File: config.mk
export PLATFORM = sky130hd
export DESIGN_NAME = exec_core
export DESIGN_NICKNAME = d
export VERILOG_FILES = /design/src/inc/exec_pkg.sv /design/src/exec_core.sv /design/src/hold_mem.sv
export SDC_FILE = /design/constraint.sdc
export NUM_CORES = 1
export LEC_CHECK = 0
export ABC_AREA = 1
export BUFFER_PORTS_ARGS = -buffer_cell sky130_fd_sc_hd__clkbuf_2
export CAP_MARGIN = 20
export CORE_ASPECT_RATIO = 0.5
export CORE_UTILIZATION = 45
export CTS_CLUSTER_SIZE = 25
export DETAILED_ROUTE_END_ITERATION = 6
export PLACE_DENSITY = 0.77
export SLEW_MARGIN = 20
export SYNTH_ARGS = -nofsm -noshare
export SYNTH_HDL_FRONTEND = slang
export SYNTH_HIERARCHICAL = 1
export SYNTH_SLANG_ARGS = --single-unit
File: constraint.sdc
create_clock -name clk_sys -period 2.4 [get_ports clk_sys]
set_input_delay 0.24 -clock clk_sys [delete_from_list [all_inputs] [get_ports clk_sys]]
set_output_delay 0.24 -clock clk_sys [all_outputs]
set_load 0.02 [all_outputs]
File: src/inc/exec_pkg.sv
// Purpose: Shared constants and types for the table-write, zero-test skip and XOR execute block.
// Assumes: One 20 MHz system clock, one instruction issued per cycle by the fetch stage.
// Notes: Register offsets are byte addresses on a 32-bit APB slave.
// Functional notes
// - The two low opcode bits of a table write choose no change, post-increment, post-decrement or pre-increment.
// - A table write copies the table latch into the holding register picked by the three low pointer bits.
// - The table pointer is 21 bits wide and spans two megabytes of program memory bytes.
// - Pointer bit zero picks the low byte (0) or the high byte (1) of a program memory word.
// - The zero-test skip discards the next fetched instruction when the file value is zero, taking two cycles.
// - A taken skip over a two-word instruction adds one more idle cycle, three in total.
// - Access bit zero maps the file address into the access bank, one joins it with the bank select register.
// - With access bit zero, extension enabled and address up to 95, the operand is an indexed literal offset.
// - XOR with literal writes W xor k to W, sets negative and zero flags, in one cycle.
// - XOR with file sends W xor f to W when d is zero or to the file when d is one, updating N and Z.
// - The extension and indexed literal offset mode stay off unless the extension enable bit is set.
// - When enabled the extension adds eight pointer-literal instructions and indexed literal offset addressing.
// - The pointer add and subtract variants fixed to the second pointer also return from subroutine.
package exec_pkg;
  localparam int PTR_W = 21;
  localparam int HOLD_N = 8;
  localparam logic [7:0] LOW_OFFSET_MAX = 8'h5F;
  localparam logic [11:0] ACCESS_HIGH_BASE = 12'hF00;
  localparam logic [11:0] ACCESS_SPLIT = 12'h060;
  localparam logic [11:0] REG_CTRL = 12'h000;
  localparam logic [11:0] REG_TABLE_POINTER = 12'h004;
  localparam logic [11:0] REG_LATCH = 12'h008;
  localparam logic [11:0] REG_WREG = 12'h00C;
  localparam logic [11:0] REG_STATUS = 12'h010;
  localparam logic [11:0] REG_PTR2 = 12'h014;
  localparam logic [11:0] REG_HOLD_BASE = 12'h020;
  localparam logic [31:0] CTRL_RESET = 32'h0000_0000;
  localparam int CTRL_XEN_BIT = 0;
  localparam logic [1:0] TW_NOCHG = 2'h0;
  localparam logic [1:0] TW_POSTINC = 2'h1;
  localparam logic [1:0] TW_POSTDEC = 2'h2;
  localparam logic [1:0] TW_PREINC = 2'h3;

  typedef struct packed {
    logic valid;
    logic [15:0] word;
    logic next_two_word;
  } issue_type;

  typedef struct packed {
    logic we;
    logic [11:0] addr;
    logic [7:0] wdata;
    logic ind;
  } file_req_type;

  typedef enum logic [1:0] {ST_RUN, ST_TBLWT2, ST_SKIP1, ST_SKIP2} exec_state_type;
endpackage : exec_pkg

File: src/exec_core.sv
// Purpose: Executes table write, zero-test skip and XOR instructions for an 8-bit core.
// Assumes: The fetch stage presents one instruction per cycle and honours busy and flush.
// Notes: File register data arrives combinationally on file_rdata for the addressed register.
`timescale 1ns/10ps
module exec_core (
  input wire logic clk_sys,
  input wire logic sys_rst,
  input wire exec_pkg::issue_type issue,
  output logic busy,
  output logic flush,
  output logic return_req,
  output exec_pkg::file_req_type file_req,
  input wire logic [7:0] file_rdata,
  input wire logic [7:0] bank_select_register,
  input wire logic psel,
  input wire logic penable,
  input wire logic pwrite,
  input wire logic [11:0] paddr,
  input wire logic [31:0] pwdata,
  output logic [31:0] prdata,
  output logic pready,
  output logic pslverr
);
  logic [31:0] ctrl_reg;
  logic [exec_pkg::PTR_W-1:0] table_pointer_reg;
  logic [7:0] table_latch_reg;
  logic [7:0] wreg_reg;
  logic neg_reg;
  logic zero_reg;
  logic [11:0] ptr2_reg;
  logic [11:0] ptr0_reg;
  logic [11:0] ptr1_reg;
  exec_pkg::exec_state_type state_reg;
  logic [1:0] tw_mode_reg;
  logic hold_we;
  logic [7:0] hold_rdata;
  logic [2:0] hold_raddr;
  logic ext_en;
  logic run;
  logic [15:0] op;
  logic is_table_write_op;
  logic is_test_file_skip_op;
  logic is_xor_literal_op;
  logic is_xor_file_op;
  logic is_pointer_add_literal_op;
  logic is_pointer_subtract_literal_op;
  logic [7:0] f_addr;
  logic acc_bit;
  logic dest_bit;
  logic [7:0] xor_res;
  logic apb_wr;
  logic apb_rd;
  logic [11:0] eff_addr;
  logic indexed;
  logic [exec_pkg::PTR_W-1:0] ptr_pre;
  logic hold_rd;
  logic hold_wait_reg;

  assign ext_en = ctrl_reg[exec_pkg::CTRL_XEN_BIT];
  assign run = (state_reg == exec_pkg::ST_RUN) && issue.valid;
  assign op = issue.word;
  assign f_addr = op[7:0];
  assign acc_bit = op[8];
  assign dest_bit = op[9];
  assign is_table_write_op = (op[15:2] == 14'h0003);
  assign is_test_file_skip_op = (op[15:9] == 7'h33);
  assign is_xor_literal_op = (op[15:8] == 8'h0A);
  assign is_xor_file_op = (op[15:10] == 6'h06);
  // The pointer-literal group decodes only with the extension on; otherwise these codes are left alone.
  assign is_pointer_add_literal_op = ext_en && (op[15:8] == 8'hE8);
  assign is_pointer_subtract_literal_op = ext_en && (op[15:8] == 8'hE9);
  assign indexed = !acc_bit && ext_en && (f_addr <= exec_pkg::LOW_OFFSET_MAX);

  // Address generation for byte-oriented file operands.
  always_comb
  begin
    if (indexed)
      eff_addr = ptr2_reg + {4'h0, f_addr};
    else if (acc_bit)
      eff_addr = {bank_select_register[3:0], f_addr};
    else if ({4'h0, f_addr} < exec_pkg::ACCESS_SPLIT)
      eff_addr = {4'h0, f_addr};
    else
      eff_addr = exec_pkg::ACCESS_HIGH_BASE | {4'h0, f_addr};
  end

  assign xor_res = is_xor_literal_op ? (wreg_reg ^ f_addr) : (wreg_reg ^ file_rdata);

  always_comb
  begin
    file_req.addr = eff_addr;
    file_req.ind = indexed;
    file_req.wdata = xor_res;
    file_req.we = run && is_xor_file_op && dest_bit;
  end

  assign busy = (state_reg != exec_pkg::ST_RUN) || (run && (is_table_write_op || (is_test_file_skip_op && file_rdata == 8'h00)));
  assign flush = run && is_test_file_skip_op && (file_rdata == 8'h00);

  // Table pointer: pre-increment lands at once so the second cycle writes the new slot.
  always_comb
  begin
    ptr_pre = table_pointer_reg;
    if (run && is_table_write_op && op[1:0] == exec_pkg::TW_PREINC)
      ptr_pre = table_pointer_reg + 21'h000001;
  end

  always_ff @(posedge clk_sys or posedge sys_rst)
  begin
    if (sys_rst)
      state_reg <= exec_pkg::ST_RUN;
    else
    begin
      unique case (state_reg)
        exec_pkg::ST_RUN:
        begin
          if (run && is_table_write_op)
            state_reg <= exec_pkg::ST_TBLWT2;
          else if (run && is_test_file_skip_op && file_rdata == 8'h00)
            state_reg <= issue.next_two_word ? exec_pkg::ST_SKIP2 : exec_pkg::ST_SKIP1;
        end
        exec_pkg::ST_TBLWT2: state_reg <= exec_pkg::ST_RUN;
        exec_pkg::ST_SKIP1: state_reg <= exec_pkg::ST_RUN;
        exec_pkg::ST_SKIP2: state_reg <= exec_pkg::ST_SKIP1;
      endcase
    end
  end

  always_ff @(posedge clk_sys or posedge sys_rst)
  begin
    if (sys_rst)
      tw_mode_reg <= exec_pkg::TW_NOCHG;
    else if (run && is_table_write_op)
      tw_mode_reg <= op[1:0];
  end

  assign hold_we = (state_reg == exec_pkg::ST_TBLWT2);

  always_ff @(posedge clk_sys or posedge sys_rst)
  begin
    if (sys_rst)
      table_pointer_reg <= '0;
    else if (run && is_table_write_op)
      table_pointer_reg <= ptr_pre;
    else if (hold_we && tw_mode_reg == exec_pkg::TW_POSTINC)
      table_pointer_reg <= table_pointer_reg + 21'h000001;
    else if (hold_we && tw_mode_reg == exec_pkg::TW_POSTDEC)
      table_pointer_reg <= table_pointer_reg - 21'h000001;
    else if (apb_wr && paddr == exec_pkg::REG_TABLE_POINTER)
      table_pointer_reg <= pwdata[exec_pkg::PTR_W-1:0];
  end

  always_ff @(posedge clk_sys or posedge sys_rst)
  begin
    if (sys_rst)
    begin
      wreg_reg <= 8'h00;
      neg_reg <= 1'b0;
      zero_reg <= 1'b0;
    end
    else if (run && (is_xor_literal_op || is_xor_file_op))
    begin
      if (is_xor_literal_op || !dest_bit)
        wreg_reg <= xor_res;
      neg_reg <= xor_res[7];
      zero_reg <= (xor_res == 8'h00);
    end
    else if (apb_wr && paddr == exec_pkg::REG_WREG)
      wreg_reg <= pwdata[7:0];
  end

  // The second pointer serves indexed mode and the returning pointer ops; the others only track arithmetic.
  always_ff @(posedge clk_sys or posedge sys_rst)
  begin
    if (sys_rst)
    begin
      ptr0_reg <= 12'h000;
      ptr1_reg <= 12'h000;
      ptr2_reg <= 12'h000;
    end
    else if (run && (is_pointer_add_literal_op || is_pointer_subtract_literal_op))
    begin
      unique case (op[7:6])
        2'h0: ptr0_reg <= is_pointer_add_literal_op ? ptr0_reg + {6'h00, op[5:0]} : ptr0_reg - {6'h00, op[5:0]};
        2'h1: ptr1_reg <= is_pointer_add_literal_op ? ptr1_reg + {6'h00, op[5:0]} : ptr1_reg - {6'h00, op[5:0]};
        default: ptr2_reg <= is_pointer_add_literal_op ? ptr2_reg + {6'h00, op[5:0]} : ptr2_reg - {6'h00, op[5:0]};
      endcase
    end
    else if (apb_wr && paddr == exec_pkg::REG_PTR2)
      ptr2_reg <= pwdata[11:0];
  end

  // Return request pulses for the fixed second-pointer variants; the fetch stage does the stack pop.
  always_ff @(posedge clk_sys or posedge sys_rst)
  begin
    if (sys_rst)
      return_req <= 1'b0;
    else
      return_req <= run && (is_pointer_add_literal_op || is_pointer_subtract_literal_op) && (op[7:6] == 2'h3);
  end

  assign apb_wr = psel && penable && pwrite;
  assign apb_rd = psel && !penable && !pwrite;
  // Holding bytes come out of a registered memory, so their reads take one wait state.
  assign hold_rd = psel && penable && !pwrite && paddr[11:5] == exec_pkg::REG_HOLD_BASE[11:5];
  assign pready = !hold_rd || hold_wait_reg;

  always_ff @(posedge clk_sys or posedge sys_rst)
  begin
    if (sys_rst)
      hold_wait_reg <= 1'b0;
    else
      hold_wait_reg <= hold_rd && !hold_wait_reg;
  end
  assign pslverr = 1'b0;

  always_ff @(posedge clk_sys or posedge sys_rst)
  begin
    if (sys_rst)
    begin
      ctrl_reg <= exec_pkg::CTRL_RESET;
      table_latch_reg <= 8'h00;
    end
    else if (apb_wr && paddr == exec_pkg::REG_CTRL)
      ctrl_reg <= {31'h0, pwdata[exec_pkg::CTRL_XEN_BIT]};
    else if (apb_wr && paddr == exec_pkg::REG_LATCH)
      table_latch_reg <= pwdata[7:0];
  end

  assign hold_raddr = paddr[4:2];

  hold_mem #(
    .DEPTH(exec_pkg::HOLD_N)
  ) u_hold (
    .clk_sys(clk_sys),
    .sys_rst(sys_rst),
    .we(hold_we),
    .waddr(table_pointer_reg[2:0]),
    .wdata(table_latch_reg),
    .raddr(hold_raddr),
    .rdata(hold_rdata)
  );

  // Register read data is prepared in the setup cycle; holding bytes are loaded at the end of the first access cycle, the wait state.
  always_ff @(posedge clk_sys or posedge sys_rst)
  begin
    if (sys_rst)
      prdata <= 32'h0000_0000;
    else if (apb_rd)
    begin
      unique case (paddr)
        exec_pkg::REG_CTRL: prdata <= ctrl_reg;
        exec_pkg::REG_TABLE_POINTER: prdata <= {11'h000, table_pointer_reg};
        exec_pkg::REG_LATCH: prdata <= {24'h000000, table_latch_reg};
        exec_pkg::REG_WREG: prdata <= {24'h000000, wreg_reg};
        exec_pkg::REG_STATUS: prdata <= {28'h0000000, state_reg != exec_pkg::ST_RUN, table_pointer_reg[0],
                                         neg_reg, zero_reg};
        exec_pkg::REG_PTR2: prdata <= {20'h00000, ptr2_reg};
        default: prdata <= 32'h0000_0000;
      endcase
    end
    else if (hold_rd)
      prdata <= {24'h000000, hold_rdata};
  end
endmodule : exec_core

File: src/hold_mem.sv
// Purpose: Eight-byte holding register bank for flash programming.
// Assumes: One write and one registered read port.
// Notes: Read data is registered, so reads lag the address by one clock.
`timescale 1ns/10ps
module hold_mem #(
  parameter int DEPTH = 8
) (
  input wire logic clk_sys,
  input wire logic sys_rst,
  input wire logic we,
  input wire logic [$clog2(DEPTH)-1:0] waddr,
  input wire logic [7:0] wdata,
  input wire logic [$clog2(DEPTH)-1:0] raddr,
  output logic [7:0] rdata
);
  logic [7:0] mem_reg [DEPTH];

  always_ff @(posedge clk_sys or posedge sys_rst)
  begin
    if (sys_rst)
    begin
      for (int i = 0; i < DEPTH; i++)
        mem_reg[i] <= 8'hFF;
    end
    else if (we)
      mem_reg[waddr] <= wdata;
  end

  always_ff @(posedge clk_sys or posedge sys_rst)
  begin
    if (sys_rst)
      rdata <= 8'h00;
    else
      rdata <= mem_reg[raddr];
  end
endmodule : hold_mem

==> summary.txt, run 1 <==
Global routing
  – First-pass GRT wire length: 52,300 µm
  – Initial antenna violation count: 0
  – Largest net degree at the start of global routing: 55
  – GR Overflow Total: 0
  – Tot GR Track Use: 27.3%
  – Vias in the first global route: 10,200

Synth
  – Post-synth cell types: 46
  – Syn Inst Count: 1,654
  – Top post-synthesis cells by area: dfrtp_1 (20%), nand2_1 (19%), dfstp_2 (16%), nand3_1 (8.5%), inv_1 (8.4%)
  – Top FF cell, synth: dfrtp_1
  – Mapped Area: 10,700 µm²
  – Post-synth EDFFs: 0
  – FF+latch count, synth: 151
  – Dominant cell type by area after synthesis: dfrtp_1
  – Sequential area share after synthesis: 36.0%
  – Asr flop ratio synth: 100%
  – Yosys top cell area share: 20.3%
  – Post-Syn Area per Cell: 6.49 µm²
  – Syn. warnings: 6

Layout
  – Most frequent cells in the layout: nand2_1 (535), inv_1 (236), nand3_1 (169)
  – Fillers: 2,157
  – Area grow syn2layout: 21.5%
  – Most common cell after layout, fill and taps aside: nand2_1
  – Multi-input gate area: 5990 µm²
  – Design area: 13,000 µm²
  – Register area: 3870 µm²
  – Post-Layout Cell Count: 2,139
  – Max reg flops: 64
  – Share of cells above drive strength 1: 21.4%
  – Fin nets: 1,927
  – Antenna fix cells: 0

STA
  – Final Hold Fails: 0
  – FMAX: 382 MHz
  – Worst slew pin tran: 1.07 ns
  – Setup violators final: 10
  – Fin crit period: 2.62 ns
  – Unrepaired setup endpoints after global routing: true
  – Fin. max-slew vios: 0
  – Clock skew: 0.00821 ns
  – Post-route clock period utilization: 109%
  – Final setup TNS: -0.795 ns
  – Post-route setup slack: -0.218 ns
  – Max-slew headroom: 28.4%

CTS
  – TritonCTS buffer count: 17
  – CTS H-tree lvls: 4
  – Clock Path Buffers: 2
  – CTS tree: built
  – CTS clock-pin slew for the worst setup and hold paths: 0.07 ns
  – Root Buffer: clkbuf_16
  – Clk Latency, worst-skew pair: 0.45 ns
  – CTS Sinks: 151

Critical path
  – CP cell instances: ha_2, inv_2, fa_2, o21ai_2, buf_6, nand3_2, nand3_2, nand2_2, o21ai_1, nand2_1, nand2_1, clkbuf_2
  – Critical path's top delay family: adder cells
  – Worst path arrival time: 2.38 ns
  – Startpoint types: flop
  – Reg2Reg Setup Slack: -0.03 ns
  – CP Class: flop to primary output
  – Critical path's slowest cell: dfrtp_1
  – Critical path peak fanout: 3
  – Critical Path End: file_req[19]
  – Worst reg2reg endpoint: ptr2_reg[3]$_DFFE_PP0P_
  – Reg-to-Reg Start: ctrl_reg[0]$_DFFE_PP0P_
  – Crit path from: ptr2_reg[0]$_DFFE_PP0P_
  – WP depth: 12
  – CP required: 2.16 ns
  – Worst reg-to-reg path cell count: 14
  – Number of buffers and inverters on the critical path: 3
  – CP peak stage delay: 0.41 ns
  – Critical path endpoint category: primary output

Pwr
  – Leak: 0.00645 µW
  – Pwr dens: 465 nW/µm²
  – Comb pwr share: 14.4%
  – Sw frac: 29.3%
  – Cell Int Power: 4290 µW
  – Register share of total power: 43.7%
  – Max VDD drop: 0.000354 V
  – Clock share of power: 42.0%
  – P_sw: 1780 µW
  – Pwr Total: 6070 µW

Worst hold path
  – HP Class: input pin to flop
  – Hold path cells: 3
  – Worst Min Path Start: issue[0]

Detailed routing
  – Via density: 5.35
  – Drt drc: 3
  – Via count: 11,400
  – Pre-antenna DRT Iters: 7
  – Initial DRC count: 1,329
  – Avg WL per Cell: 15.8 µm
  – DRT antenna net count: 0
  – DRT Wirelength: 33,800 µm

Die
  – Effective utilization at floorplan: 46.5%
  – Die X: 220 µm
  – Die ar.: 24,500 µm²
  – Row cnt: 39
  – I/O pin cnt: 142
  – Die Ht: 111 µm
  – Core Box Area: 23,100 µm²

Place
  – I/O Buffers: 114
  – Post-Place Cells: 2,090
  – Post-DP HPWL: 24,400 µm
  – Placed Area: 11,900 µm²
  – GP Congestion: 0.980

Status
  – Status: complete, but fails checks
  – Failing checks: DRC, setup timing

Flow run
  – MaxCap Viol Count: 0
## worst reg2reg max path, delay by kind of cell (launching register included)
kind                     cells  cell delay, ns
AND/OR/NAND/NOR              7            0.87
buffers and inverters        3            0.41
flip-flops                   1            0.38
adder cells (fa/ha/maj)      1            0.28
AO/OA/AOI/OAI                2            0.19
XOR/XNOR                     1            0.18
## worst min path at each step
stage | end | slack [ns]
floorplan | state_reg[0]$_DFFE_PP0P_ | 0.35
global placement | table_latch_reg[5]$_DFFE_PP0P_ | 0.28
detailed placement | table_latch_reg[5]$_DFFE_PP0P_ | 0.29
CTS | state_reg[0]$_DFFE_PP0P_ | 0.03
global route | state_reg[0]$_DFFE_PP0P_ | 0.03
finish | state_reg[0]$_DFFE_PP0P_ | 0.04
## layout make-up
class                   count  area share (%)
inverters                 244            7.05
flip-flops and latches    151            29.6
clock buffers              18            3.37
repair buffers            205            10.2
multi-input cells        1200            45.9
well taps                 307            2.95
clock inverters            14           0.873
## power groups by stage
stage	combinational, µW	sequential [µW]	clock (µW)
floorplan	462	2700	0
global placement	786	2690	0
detailed placement	791	2690	0
CTS	811	2650	2590
global route	957	2650	2710
finish	873	2650	2550
## repair_timing
item / 4_1_cts / 5_1_grt
pin swaps: 3 / 26
gates resized for setup: 29 / 81
endpoints found under the hold margin: 32 / 0
buffers inserted: 2 / 15
endpoints found under the setup margin: 10 / 31
hold buffers: 1 / 0
## cell families after synthesis
logic type / count (synthesis) / synth area share (%)
AND/OR/NAND/NOR: 918 / 35.8
AO/OA/AOI/OAI: 229 / 11.3
XOR/XNOR: 15 / 1.22
other: 1 / 0.0349
buffers and inverters: 314 / 12.5
adder cells (fa/ha/maj): 25 / 3.05
flip-flops: 151 / 36.0
multiplexers: 1 / 0.105
## layer usage
layer | share of wire (%) | global-route usage, % | routed length [µm]
met3 | 8.6 | 5.98 | 2890
met1 | 44 | 38.1 | 14800
met5 | 0 | 0 | 0
met4 | 2.7 | 9.01 | 912
met2 | 45 | 41.6 | 15100
## per-stage QoR
stage               utilization [%]  hold slack [ns]  setup WS [ns]
floorplan                         -            0.350         0.0928
global placement               51.5            0.281         -0.108
detailed placement             51.5            0.288         -0.141
CTS                            54.6           0.0298         -0.143
global route                   56.5           0.0322         -0.315
finish                         56.5           0.0354         -0.218
## synthesized netlist by cell type, types with 3 or more instances
cell	instances
o21ai_1	3
o22ai_1	5
buf_4	16
nand4_1	24
or2_2	3
ha_1	23
o211ai_1	4
o21ai_0	168
nor2_2	5
buf_6	9
a22o_1	4
nand3_1	183
dfrtp_1	87
buf_2	30
inv_1	239
nor2_1	133
nand2_1	544
xor2_1	12
xnor2_1	3
nor3_1	13
dfstp_2	64
a21oi_1	32
clkbuf_1	14
nand2_2	3
inv_2	3
Power figures use the tool's default switching activity.
==> run 2, diff against run 1 <==
- MAX_ROUTING_LAYER: default -> met4
==> run 2 against run 1 <==
  * Wire length decreased by 1.1%
  * Sequential share of layout area about the same
  * Utilization increased by 0.065 points
  * Largest cell class unchanged
  * Register-to-register slack improved by 0.07 ns
  * Power rose by 2.6%
  * Non-clock buffer count is 1 lower
  * Die area stayed put
  * Worst hold slack got worse by 0.0054 ns
  * Clock power up 6%
  * Critical endpoint is now file_req[15]
  * Maximum frequency grew 1.8%
  * Critical path depth fell by 3
  * Sequential power about the same
  * The flow still finishes with violations (DRC, setup timing)
==> summary.txt, run 2 (synthesis results as in run 1) <==
STA
  – Setup violators final: 3
  – Fin. max-slew vios: 0
  – Unrepaired setup endpoints after global routing: true
  – Post-route clock period utilization: 107%
  – FMAX: 389 MHz
  – Post-route setup slack: -0.172 ns
  – Clock skew: 0.00644 ns
  – Fin crit period: 2.57 ns
  – Max-slew headroom: 31.3%
  – Final Hold Fails: 0
  – Worst slew pin tran: 1.03 ns

Detailed routing
  – Initial DRC count: 1,104
  – Avg WL per Cell: 15.6 µm
  – DRT Wirelength: 33,400 µm
  – Via density: 5.29
  – Drt drc: 3
  – DRT antenna net count: 0
  – Pre-antenna DRT Iters: 7
  – Via count: 11,300

Critical path
  – Critical path peak fanout: 3
  – Critical Path End: file_req[15]
  – CP required: 2.16 ns
  – CP Class: flop to primary output
  – Crit path from: ptr2_reg[0]$_DFFE_PP0P_
  – Worst reg2reg endpoint: ptr2_reg[8]$_DFFE_PP0P_
  – Startpoint types: flop
  – Reg2Reg Setup Slack: 0.04 ns
  – Critical path endpoint category: primary output
  – Worst path arrival time: 2.33 ns
  – Reg-to-Reg Start: ctrl_reg[0]$_DFFE_PP0P_
  – Worst reg-to-reg path cell count: 15

Die
  – Row cnt: 39
  – Core Box Area: 23,100 µm²
  – Die Ht: 111 µm
  – Die ar.: 24,500 µm²
  – Die X: 220 µm
  – Effective utilization at floorplan: 46.5%
  – I/O pin cnt: 142

Layout
  – Antenna fix cells: 0
  – Most common cell after layout, fill and taps aside: nand2_1
  – Area grow syn2layout: 21.7%
  – Fin nets: 1,926
  – Most frequent cells in the layout: nand2_1 (530), inv_1 (236), nand3_1 (171)
  – Fillers: 2,206
  – Share of cells above drive strength 1: 21.4%
  – Max reg flops: 64
  – Post-Layout Cell Count: 2,138

CTS
  – TritonCTS buffer count: 17
  – CTS tree: built
  – Root Buffer: clkbuf_16
  – CTS Sinks: 151
  – Clk Latency, worst-skew pair: 0.44 ns
  – Clock Path Buffers: 2
  – CTS clock-pin slew for the worst setup and hold paths: 0.06 ns
  – CTS H-tree lvls: 4

Global routing
  – First-pass GRT wire length: 52,800 µm
  – Tot GR Track Use: 28.4%
  – GR Overflow Total: 0
  – Initial antenna violation count: 0
  – Vias in the first global route: 10,300
  – Largest net degree at the start of global routing: 80

Pwr
  – Leak: 0.00646 µW
  – Comb pwr share: 13.9%
  – Cell Int Power: 4520 µW
  – Max VDD drop: 0.000434 V
  – Pwr dens: 477 nW/µm²
  – Sw frac: 27.4%
  – P_sw: 1710 µW
  – Clock share of power: 43.5%
  – Register share of total power: 42.5%

Worst hold path
  – HP Class: input pin to flop

Place
  – Pre-CTS WS: -0.174 ns
  – Post-Place Cells: 2,091
  – I/O Buffers: 114
  – Post-DP HPWL: 24,500 µm
  – GP Congestion: 0.976

Flow run
  – MaxCap Viol Count: 0

Status
  – Status: complete, but fails checks
  – Failing checks: DRC, setup timing
==> run 2: worst min path at each step <==
stage	from	to	cells after the start
3_3_place_gp	sys_rst	u_hold/rdata[7]$_DFF_PP0_	3
2_1_floorplan	issue[0]	state_reg[0]$_DFFE_PP0P_	2
5_1_grt	issue[0]	state_reg[0]$_DFFE_PP0P_	3
6_report	issue[0]	state_reg[0]$_DFFE_PP0P_	3
3_5_place_dp	sys_rst	u_hold/rdata[7]$_DFF_PP0_	3
4_1_cts	issue[0]	state_reg[0]$_DFFE_PP0P_	3
==> run 2: area by class of cell <==
| cell class | instances | area (µm²) | share of cell area, % |
|---|---|---|---|
| clock buffers | 26 | 553 | 4.24 |
| clock inverters | 6 | 46.3 | 0.355 |
| inverters | 244 | 920 | 7.04 |
| multi-input cells | 1200 | 5950 | 45.6 |
| flip-flops and latches | 151 | 3870 | 29.6 |
| well taps | 307 | 384 | 2.94 |
| repair buffers | 204 | 1340 | 10.2 |
==> run 2: per-layer routing <==
| metal | wire [µm] | track usage [%] | part of all wire (%) |
|---|---|---|---|
| met5 | 0 | - | 0 |
| met2 | 14900 | 42.0 | 45 |
| met1 | 15000 | 40.3 | 45 |
| met4 | 767 | 8.05 | 2.3 |
| met3 | 2660 | 3.95 | 8.0 |
==> run 2: repair_timing <==
| item | in CTS | in global routing |
|---|---|---|
| setup endpoints to repair | 10 | 36 |
| hold buffers | 1 | 0 |
| pin swaps | 8 | 31 |
| gates resized for setup | 28 | 81 |
| endpoints found under the hold margin | 87 | 0 |
| setup buffers | 4 | 10 |
==> run 2: critical path: stages (launching register included) <==
cell	delay [ns]
dfrtp_1	0.39
ha_2	0.20
inv_2	0.04
fa_2	0.35
o21ai_2	0.18
buf_6	0.13
a21oi_2	0.06
or2_4	0.22
a31oi_1	0.14
buf_4	0.17
==> run 2: through the flow <==
stage | setup TNS, ns | hold WS [ns] | instance area (µm²) | power [µW] | utilization (%)
finish | -0.432 | 0.0300 | 13100 | 6230 | 56.6
global route | -1.56 | 0.0376 | 13100 | 6460 | 56.6
CTS | -0.608 | 0.0205 | 12700 | 6210 | 54.8
detailed placement | -1.16 | 0.300 | 11900 | 3480 | 51.5
global placement | -0.976 | 0.291 | 11900 | 3480 | 51.5
floorplan | 0 | 0.350 | 10800 | 3160 | -
==> run 2: power groups by stage <==
stage / clock network [µW] / logic (µW) / registers [µW]
floorplan: 0 / 462 / 2700
global placement: 0 / 787 / 2690
detailed placement: 0 / 790 / 2690
CTS: 2750 / 810 / 2650
global route: 2850 / 953 / 2650
finish: 2710 / 867 / 2650
